==> config.mk <==
export PLATFORM = sky130hd
export DESIGN_NAME = alarm_oos_top
export DESIGN_NICKNAME = d
export VERILOG_FILES = /design/src/logic/alarm_oos_pkg.sv /design/src/logic/cycle_timer.sv /design/src/logic/alarm_oos_top.sv
export SDC_FILE = /design/constraint.sdc
export NUM_CORES = 1
export LEC_CHECK = 0
export ABC_AREA = 1
export BUFFER_PORTS_ARGS = -buffer_cell sky130_fd_sc_hd__buf_2
export CAP_MARGIN = 15
export CORE_UTILIZATION = 39
export CTS_BUF_LIST = sky130_fd_sc_hd__clkbuf_16
export CTS_CLUSTER_DIAMETER = 30
export DETAILED_ROUTE_END_ITERATION = 12
export GPL_TIMING_DRIVEN = 0
export PLACE_DENSITY = 0.65
export SYNTH_ARGS = -nofsm -noshare
export SYNTH_HDL_FRONTEND = slang
export SYNTH_SLANG_ARGS = --single-unit
==> constraint.sdc <==
create_clock -name MCLK -period 3.6 [get_ports MCLK]
set_input_delay 0.18 -clock MCLK [delete_from_list [all_inputs] [get_ports MCLK]]
set_output_delay 0.18 -clock MCLK [all_outputs]
set_load 0.01 [all_outputs]
==> src/logic/alarm_oos_pkg.sv <==
// Shared constants and carriers for the T1 alarm and out-of-service block.
// Assumes a single 10 MHz clock and a plain strobe register port.
package alarm_oos_pkg;

    // Clock rate and timing figures
    localparam longint CLK_HZ = 64'd10_000_000;
    localparam longint SYNC_FAST_MS = 64'd1000;
    localparam longint SYNC_STD_MS = 64'd10000;
    localparam longint OOS_TIMER_MS = 64'd2500;
    localparam int SYNC_FAST_CYC = int'(SYNC_FAST_MS * CLK_HZ / 64'd1000);
    localparam int SYNC_STD_CYC = int'(SYNC_STD_MS * CLK_HZ / 64'd1000);
    localparam int OOS_CYC = int'(OOS_TIMER_MS * CLK_HZ / 64'd1000);

    // Register offsets
    localparam logic [3:0] OFS_CTRL = 4'h0;
    localparam logic [3:0] OFS_IDLE = 4'h1;
    localparam logic [3:0] OFS_STAT = 4'h2;
    localparam logic [3:0] OFS_IRQ_STAT = 4'h3;
    localparam logic [3:0] OFS_IRQ_MASK = 4'h4;

    // Control field positions
    localparam int CTRL_SYNC_STD = 0;
    localparam int CTRL_FWD_MAIN = 1;
    localparam int CTRL_FWD_SUB = 2;
    localparam int CTRL_OOS_LO = 3;
    localparam int CTRL_OOS_HI = 4;

    // Reset values
    localparam logic [7:0] CTRL_RST = 8'h00;
    localparam logic [7:0] IDLE_RST = 8'h7C;
    localparam logic [7:0] MASK_RST = 8'h00;

    // Interrupt status bit positions
    localparam int EV_MAIN_RED = 0;
    localparam int EV_MAIN_SYNC = 1;
    localparam int EV_OOS_ON = 2;
    localparam int EV_OOS_OFF = 3;
    localparam int EV_W = 4;

    // Out-of-service signaling modes
    typedef enum logic [1:0] {
        OOS_MARK,
        OOS_SPACE,
        OOS_MARK_SPACE,
        OOS_SPACE_MARK
    } oos_mode_t;

    // Alarm inputs of both links
    typedef struct packed {
        logic main_red;
        logic main_yellow;
        logic sub_red;
        logic sub_yellow;
        logic sub_oos;
    } alarm_in_t;

    // Register port request
    typedef struct packed {
        logic wr;
        logic rd;
        logic [3:0] addr;
        logic [7:0] wdata;
    } reg_req_t;

endpackage

==> src/logic/cycle_timer.sv <==
// Restartable down-counter that flags when a loaded span has elapsed.
// Assumes the span fits the counter width.
module cycle_timer #(
    parameter int W = 27
) (
    input wire logic clk,
    input wire logic rst_n,
    input wire logic start,
    input wire logic [W-1:0] span,
    input wire logic run,
    output logic done
);
    logic [W-1:0] cnt_ff;
    logic done_ff;
    wire logic at_end = (cnt_ff <= {{(W-1){1'b0}}, 1'b1});

    // Load on start, count while run, stop at end
    always_ff @(posedge clk or negedge rst_n) begin
        if (!rst_n) begin
            cnt_ff <= '0;
            done_ff <= 1'b0;
        end else if (start) begin
            cnt_ff <= span;
            done_ff <= 1'b0;
        end else if (!run) begin
            done_ff <= 1'b0;
        end else if (!done_ff) begin
            cnt_ff <= at_end ? '0 : cnt_ff - 1'b1;
            done_ff <= at_end;
        end
    end

    assign done = done_ff;
endmodule

==> src/logic/alarm_oos_top.sv <==
// Alarm recovery, idle fill, yellow forwarding and out-of-service override.
// Assumes alarm and slot inputs come from framers on other clocks.
module alarm_oos_top #(
    parameter int SYNC_FAST = alarm_oos_pkg::SYNC_FAST_CYC,
    parameter int SYNC_STD = alarm_oos_pkg::SYNC_STD_CYC,
    parameter int OOS_SPAN = alarm_oos_pkg::OOS_CYC,
    parameter int TW = 27
) (
    input wire logic MCLK,
    input wire logic RESET_N,
    input wire logic [3:0] ADDR,
    input wire logic [7:0] WDATA,
    input wire logic WR,
    input wire logic RD,
    output logic [7:0] RDATA,
    output logic IRQ,
    input wire logic MAIN_RED,
    input wire logic MAIN_YELLOW,
    input wire logic SUB_RED,
    input wire logic SUB_YELLOW,
    input wire logic SUB_OOS,
    input wire logic SLOT_ASSIGNED,
    input wire logic [7:0] SLOT_DATA,
    input wire logic [3:0] SUB_ABCD,
    output logic [7:0] MAIN_TX_DATA,
    output logic [7:0] SUB_TX_DATA,
    output logic [3:0] MAIN_ABCD,
    output logic MAIN_SEND_YELLOW,
    output logic SUB_SEND_YELLOW,
    output logic MAIN_IN_SYNC
);
    ////////////////////////////////////////////////////////////////////////
    // Input synchronisers
    localparam int NS = 18;
    logic [NS-1:0] s1_ff;
    logic [NS-1:0] s2_ff;
    wire logic [9:0] raw = {MAIN_RED, MAIN_YELLOW, SUB_RED, SUB_YELLOW, SUB_OOS,
                            SLOT_ASSIGNED, SUB_ABCD};
    wire logic [NS-1:0] raw_all = {raw, SLOT_DATA};

    // Two-stage sync of all link-side inputs
    always_ff @(posedge MCLK or negedge RESET_N) begin
        if (!RESET_N) begin
            s1_ff <= '0;
            s2_ff <= '0;
        end else begin
            s1_ff <= raw_all;
            s2_ff <= s1_ff;
        end
    end

    alarm_oos_pkg::alarm_in_t al;
    assign al = s2_ff[17:13];
    wire logic slot_asg = s2_ff[12];
    wire logic [3:0] sub_abcd = s2_ff[11:8];
    wire logic [7:0] slot_data = s2_ff[7:0];

    ////////////////////////////////////////////////////////////////////////
    // Register file
    alarm_oos_pkg::reg_req_t req;
    assign req = '{wr: WR, rd: RD, addr: ADDR, wdata: WDATA};

    logic [7:0] ctrl_ff;
    logic [7:0] idle_ff;
    logic [alarm_oos_pkg::EV_W-1:0] ist_ff;
    logic [alarm_oos_pkg::EV_W-1:0] imask_ff;
    logic [7:0] rdata_ff;
    logic irq_ff;

    wire logic hit_ctrl = req.addr == alarm_oos_pkg::OFS_CTRL;
    wire logic hit_idle = req.addr == alarm_oos_pkg::OFS_IDLE;
    wire logic hit_stat = req.addr == alarm_oos_pkg::OFS_STAT;
    wire logic hit_ist = req.addr == alarm_oos_pkg::OFS_IRQ_STAT;
    wire logic hit_imask = req.addr == alarm_oos_pkg::OFS_IRQ_MASK;

    wire logic sync_std = ctrl_ff[alarm_oos_pkg::CTRL_SYNC_STD];
    wire logic fwd_main = ctrl_ff[alarm_oos_pkg::CTRL_FWD_MAIN];
    wire logic fwd_sub = ctrl_ff[alarm_oos_pkg::CTRL_FWD_SUB];
    alarm_oos_pkg::oos_mode_t oos_mode;
    assign oos_mode = alarm_oos_pkg::oos_mode_t'(
        ctrl_ff[alarm_oos_pkg::CTRL_OOS_HI:alarm_oos_pkg::CTRL_OOS_LO]);

    // Control and idle byte writes
    always_ff @(posedge MCLK or negedge RESET_N) begin
        if (!RESET_N) begin
            ctrl_ff <= alarm_oos_pkg::CTRL_RST;
            idle_ff <= alarm_oos_pkg::IDLE_RST;
            imask_ff <= alarm_oos_pkg::MASK_RST[alarm_oos_pkg::EV_W-1:0];
        end else if (req.wr) begin
            if (hit_ctrl) ctrl_ff <= {3'b000, req.wdata[4:0]};
            if (hit_idle) idle_ff <= req.wdata;
            if (hit_imask) imask_ff <= req.wdata[alarm_oos_pkg::EV_W-1:0];
        end
    end

    ////////////////////////////////////////////////////////////////////////
    // Red alarm recovery
    logic red_d_ff;
    logic in_sync_ff;
    logic sync_done;
    wire logic red_fall = red_d_ff && !al.main_red;
    wire logic [TW-1:0] sync_span = sync_std ? TW'(SYNC_STD) : TW'(SYNC_FAST);

    cycle_timer #(.W(TW)) u_sync_timer (
        .clk(MCLK),
        .rst_n(RESET_N),
        .start(red_fall),
        .span(sync_span),
        .run(!al.main_red && !in_sync_ff),
        .done(sync_done)
    );

    always_ff @(posedge MCLK or negedge RESET_N) begin
        if (!RESET_N) begin
            red_d_ff <= 1'b0;
            in_sync_ff <= 1'b1;
        end else begin
            red_d_ff <= al.main_red;
            if (al.main_red) in_sync_ff <= 1'b0;
            else if (sync_done) in_sync_ff <= 1'b1;
        end
    end

    ////////////////////////////////////////////////////////////////////////
    // Out-of-service override
    logic oos_d_ff;
    logic oos_done;
    wire logic oos_rise = al.sub_oos && !oos_d_ff;
    wire logic oos_fall = !al.sub_oos && oos_d_ff;

    cycle_timer #(.W(TW)) u_oos_timer (
        .clk(MCLK),
        .rst_n(RESET_N),
        .start(oos_rise),
        .span(TW'(OOS_SPAN)),
        .run(al.sub_oos),
        .done(oos_done)
    );

    wire logic ab_level = (oos_mode == alarm_oos_pkg::OOS_MARK) ? 1'b1 :
                          (oos_mode == alarm_oos_pkg::OOS_SPACE) ? 1'b0 :
                          (oos_mode == alarm_oos_pkg::OOS_MARK_SPACE) ? !oos_done :
                          oos_done;
    wire logic [3:0] nxt_abcd = al.sub_oos ? {ab_level, ab_level, sub_abcd[1:0]} : sub_abcd;

    ////////////////////////////////////////////////////////////////////////
    // Data path and alarm forwarding
    // idle byte on unassigned slots
    wire logic [7:0] nxt_main_tx = slot_asg ? slot_data : idle_ff;
    wire logic [7:0] nxt_sub_tx = al.main_red ? 8'hFF : (slot_asg ? slot_data : idle_ff);
    wire logic nxt_sub_yel = fwd_main && al.main_yellow;
    // sublink yellow or red to main
    wire logic nxt_main_yel = fwd_sub && (al.sub_yellow || al.sub_red);

    logic [7:0] main_tx_ff;
    logic [7:0] sub_tx_ff;
    logic [3:0] abcd_ff;
    logic main_yel_ff;
    logic sub_yel_ff;

    // Output registers
    always_ff @(posedge MCLK or negedge RESET_N) begin
        if (!RESET_N) begin
            main_tx_ff <= alarm_oos_pkg::IDLE_RST;
            sub_tx_ff <= alarm_oos_pkg::IDLE_RST;
            abcd_ff <= 4'h0;
            main_yel_ff <= 1'b0;
            sub_yel_ff <= 1'b0;
            oos_d_ff <= 1'b0;
        end else begin
            main_tx_ff <= nxt_main_tx;
            sub_tx_ff <= nxt_sub_tx;
            abcd_ff <= nxt_abcd;
            main_yel_ff <= nxt_main_yel;
            sub_yel_ff <= nxt_sub_yel;
            oos_d_ff <= al.sub_oos;
        end
    end

    ////////////////////////////////////////////////////////////////////////
    // Interrupt status, set wins over clear
    wire logic [alarm_oos_pkg::EV_W-1:0] ev = {oos_fall, oos_rise,
                                               sync_done && !in_sync_ff, red_fall ? 1'b0 :
                                               (al.main_red && !red_d_ff)};
    wire logic [alarm_oos_pkg::EV_W-1:0] w1c = (req.wr && hit_ist) ?
                                               req.wdata[alarm_oos_pkg::EV_W-1:0] : '0;
    wire logic [alarm_oos_pkg::EV_W-1:0] nxt_ist = (ist_ff & ~w1c) | ev;

    always_ff @(posedge MCLK or negedge RESET_N) begin
        if (!RESET_N) begin
            ist_ff <= '0;
            irq_ff <= 1'b0;
        end else begin
            ist_ff <= nxt_ist;
            irq_ff <= |(nxt_ist & imask_ff);
        end
    end

    ////////////////////////////////////////////////////////////////////////
    // Read path
    wire logic [7:0] stat_word = {2'b00, in_sync_ff, al.sub_oos, al.sub_yellow, al.sub_red,
                                  al.main_yellow, al.main_red};
    wire logic [7:0] rd_mux = hit_ctrl ? ctrl_ff :
                              hit_idle ? idle_ff :
                              hit_stat ? stat_word :
                              hit_ist ? {4'h0, ist_ff} :
                              hit_imask ? {4'h0, imask_ff} : 8'h00;

    // Read data one cycle after strobe
    always_ff @(posedge MCLK or negedge RESET_N) begin
        if (!RESET_N) rdata_ff <= 8'h00;
        else rdata_ff <= req.rd ? rd_mux : 8'h00;
    end

    assign RDATA = rdata_ff;
    assign IRQ = irq_ff;
    assign MAIN_TX_DATA = main_tx_ff;
    assign SUB_TX_DATA = sub_tx_ff;
    assign MAIN_ABCD = abcd_ff;
    assign MAIN_SEND_YELLOW = main_yel_ff;
    assign SUB_SEND_YELLOW = sub_yel_ff;
    assign MAIN_IN_SYNC = in_sync_ff;
endmodule

==> results.txt <==
----------------------------------------------------
[Outcome]
  Outcome ... finished clean

[Layout]
  Share of the core filled with cells ... 0.482
  Footprint of the flip-flops and latches ... 0.00370 sq mm
  Area growth syn-to-layout ... 19.9%
  Number of inserted diodes ... 0
  Fraction of layout cells with a size suffix above 1 ... 0.171
  Area of the multi-input gates ... 0.00283 sq mm
  Filler Cells Inserted ... 1667
  Final layout net count ... 991

[Synthesis]
  Synth cell count leaders ... nand2_1 (234), dfrtp_1 (131), nor2_1 (121), inv_1 (93), a21oi_1 (40)
  Synthesized Nets ... 887
  Register area share after synthesis ... 0.531
  Cell area after technology mapping ... 0.00697 sq mm
  Most frequent cell after synthesis ... nand2_1
  Number of enable-type register cells in the synthesized netlist ... 0
  Post-Synthesis Mean Instance Area ... 8.21 sq um
  Top flip-flop cell by instance count after synthesis ... dfrtp_1
  Share of Yosys cell area claimed by the top area cell type ... 0.470
  Post-Syn Instances ... 849
  Cell types with the largest area share after synthesis ... dfrtp_1 (47%), nand2_1 (13%), nor2_1 (6.5%), dfstp_2 (6.0%), inv_1 (5.0%)
  FFs w/ async S/R, synth ... 1.00
  Warning count from the yosys run ... 0
  FF+latch count, synth ... 147
  Number of distinct library cells after synthesis ... 36
  Post-synthesis cell type with the largest combined area ... dfrtp_1

[Clock tree]
  Clock Pin Slew Worst Setup and Hold Paths ... 0.06 ns
  CTS Buf Count ... 17
  Clk buf depth ... 2
  # H-tree levels ... 4
  Clock root buffer ... clkbuf_16
  CTS tree ... yes
  Clock latency on the worst-skew pair ... 0.42 ns
  Sink Count ... 147

[Place]
  RD Place Congestion ... 0.885
  Detail Placement HPWL ... 11.8 mm
  Port Buffer Count ... 65

[Worst setup path]
  R2R depth ... 8
  Reg2reg end ... u_sync_timer.cnt_ff[16]
  Slack of the worst reg-to-reg path ... 1.85 ns
  Crit path required time ... 3.90 ns
  Worst flop-to-flop path startpoint ... u_sync_timer.cnt_ff[0]
  Endpoint arrival time on the critical path ... 2.05 ns
  Class of the most critical setup path ... reg2reg
  Largest fanout on the critical path ... 5
  Kind of launch point of the worst setup path ... flip-flop
  Endpoint class of the critical path ... flip-flop

[Timing]
  Maximum frequency from static timing analysis ... 0.570 GHz
  Worst-case clock skew ... 0.0101 ns
  Count of final hold-check violations ... 0
  Slew margin rel. ... 0.615
  Unrepaired setup endpoints after global routing ... no
  Final setup violation count ... 0
  Share of the clock period used by the worst path after layout ... 0.487
  Time the final worst path needs with I/O delays and setup ... 1.75 ns
  Final Max Tran Viols ... 0
  Worst slew pin tran ... 0.573 ns
  TNS Setup ... 0 ns

[Floorplan]
  Initial standard-cell utilization of the core ... 0.402
  Die Area ... 0.0184 sq mm
  CORE AREA ... 0.0174 sq mm
  Die W ... 136 um
  Top-level I/O count ... 66
  Die span in y ... 136 um
  FP Rows ... 48

[Detailed routing]
  Final routed wirelength across all metal layers ... 16.3 mm
  Number of iterations in the first detailed-routing pass ... 5
  Remaining number of nets flagged by the antenna check after routing ... 0
  Routed length per instance ... 13.7 um
  Routed via count ... 5730
  Drt first-iter violations ... 414
  Detailed-route DRC error count ... 0
  Vias per std cell ... 4.81

[Worst hold path]
  Path type of the worst min-delay path ... in2reg
  Hold Startpoint ... WDATA[5]
  Cells on Worst Hold Path ... 3
  Endpoint, Worst Hold ... idle_ff[5]

[Job]
  Max-cap violation count ... 0

[Power]
  Total power divided by cell area ... 547 mW/mm^2
  Maximum resistive drop on vdd ... 0.000348 V
  Reported leakage power ... 4.15 nW

[GRT]
  Global-route usage over all layers ... 0.194
  Largest net degree at the start of global routing ... 96
  Global-route wire length before repair ... 27.6 mm
  Initial antenna violation count ... 0
  Total overflow reported by the global router ... 0
  Via count of the first global-routing pass ... 5605

----------------------------------------------------
## power breakdown
| part | leakage (nW) | internal [mW] | switching, mW | total [mW] |
|---|---|---|---|---|
| Sequential | 1.74 | 1.86 | 0.156 | 2.02 |
| Combinational | 2.14 | 0.310 | 0.557 | 0.867 |
| Clock | 0.275 | 0.956 | 0.732 | 1.69 |
## layer usage
metal / share of wire / global-route usage / up-vias / wire, um
li1: - / - / 2891 / -
met1: 0.49 / 0.271 / 2721 / 8020
met2: 0.45 / 0.302 / 108 / 7370
met3: 0.045 / 0.0453 / 10 / 731
met4: 0.0090 / 0.0474 / 0 / 146
met5: 0 / 0 / - / 0
## metrics by stage
| stage | cells | cell area [sq um] | setup slack [ns] | total power [mW] | hold slack, ns |
|---|---|---|---|---|---|
| floorplan | 849 | 6970 | 2.13 | 2.62 | -0.116 |
| global placement | 1139 | 7580 | 0.254 | 2.87 | 0.289 |
| detailed placement | 1140 | 7610 | 1.85 | 2.89 | 0.170 |
| CTS | 1191 | 8360 | 1.84 | 4.60 | 0.00227 |
| global route | 1191 | 8360 | 1.63 | 4.84 | 0.0281 |
| finish | 1191 | 8360 | 1.85 | 4.58 | 0.0120 |
## how the worst max path moves through the flow
stage	to	slack, ns	from	cells past startpoint
2_1_floorplan	u_oos_timer.cnt_ff[26]	2.13	u_oos_timer.cnt_ff[0]	11
3_3_place_gp	u_oos_timer.cnt_ff[1]	0.25	RESET_N	1
3_5_place_dp	u_sync_timer.cnt_ff[1]	1.85	u_sync_timer.cnt_ff[1]	10
4_1_cts	u_sync_timer.cnt_ff[1]	1.84	u_sync_timer.cnt_ff[1]	10
5_1_grt	u_sync_timer.cnt_ff[26]	1.63	u_sync_timer.cnt_ff[0]	8
6_report	u_sync_timer.cnt_ff[16]	1.85	u_sync_timer.cnt_ff[0]	8
## sequential cells by signal, indices dropped and copies added, names as in the netlist, 4 cells and up
signal	cells
s2_ff	18
idle_ff	8
MAIN_ABCD	4
s1_ff	18
MAIN_TX_DATA	8
ctrl_ff	5
ist_ff	4
imask_ff	4
RDATA	8
u_sync_timer.cnt_ff	27
SUB_TX_DATA	8
u_oos_timer.cnt_ff	27
## worst max-delay path, cell delays in order (launching register included)
cell and delay, ns:
dfrtp_1 0.41, inv_1 0.11, ha_1 0.18, nand3_1 0.19, inv_1 0.19, nand2_1 0.11, nor2_1 0.17, xor2_1 0.17
o21bai_1 0.09
## cell usage in the layout, fill, tap and decap left out, types with 2 or more instances in the layout
| cell | n |
|---|---|
| xor2_1 | 24 |
| o21ai_1 | 4 |
| nor2_1 | 121 |
| clkbuf_1 | 3 |
| clkbuf_16 | 17 |
| nand3_1 | 36 |
| clkinv_2 | 2 |
| buf_6 | 3 |
| o21ai_0 | 38 |
| inv_2 | 8 |
| xnor2_1 | 2 |
| dfstp_2 | 16 |
| o21bai_1 | 14 |
| clkinvlp_4 | 3 |
| nor2_4 | 5 |
| nand3b_1 | 2 |
| nand2_1 | 234 |
| nand2_2 | 6 |
| nand4_1 | 15 |
| a41oi_1 | 2 |
| buf_2 | 68 |
| dlygate4sd3_1 | 19 |
| nor2_2 | 11 |
| dfrtp_1 | 131 |
| clkinv_4 | 3 |
| inv_6 | 3 |
| o22ai_1 | 6 |
| or2_2 | 10 |
| ha_1 | 4 |
| mux2_2 | 3 |
| inv_1 | 95 |
| a21oi_1 | 40 |
| nor3_1 | 6 |
## logic make-up after synthesis
family | after synthesis | synth area share
AND/OR/NAND/NOR | 449 | 0.274
multiplexers | 3 | 0.00485
adder cells (fa/ha/maj) | 4 | 0.00718
flip-flops | 147 | 0.531
buffers and inverters | 111 | 0.0632
AO/OA/AOI/OAI | 109 | 0.0872
XOR/XNOR | 26 | 0.0327
## layout make-up
class                   instances  share of cell area
repair buffers                 85              0.0657
inverters                     101              0.0453
well taps                     225              0.0337
plain buffers                  10             0.00733
flip-flops and latches        147               0.442
multi-input cells             591               0.339
clock inverters                15              0.0160
clock buffers                  17              0.0509
## timing repair
action | 4_1_cts | 5_1_grt
setup buffers | 0 | 0
resized for setup | 0 | 0
hold buffers | 19 | 0
endpoints found under the hold margin | 63 | 0
(Power assumes the default switching activity.)
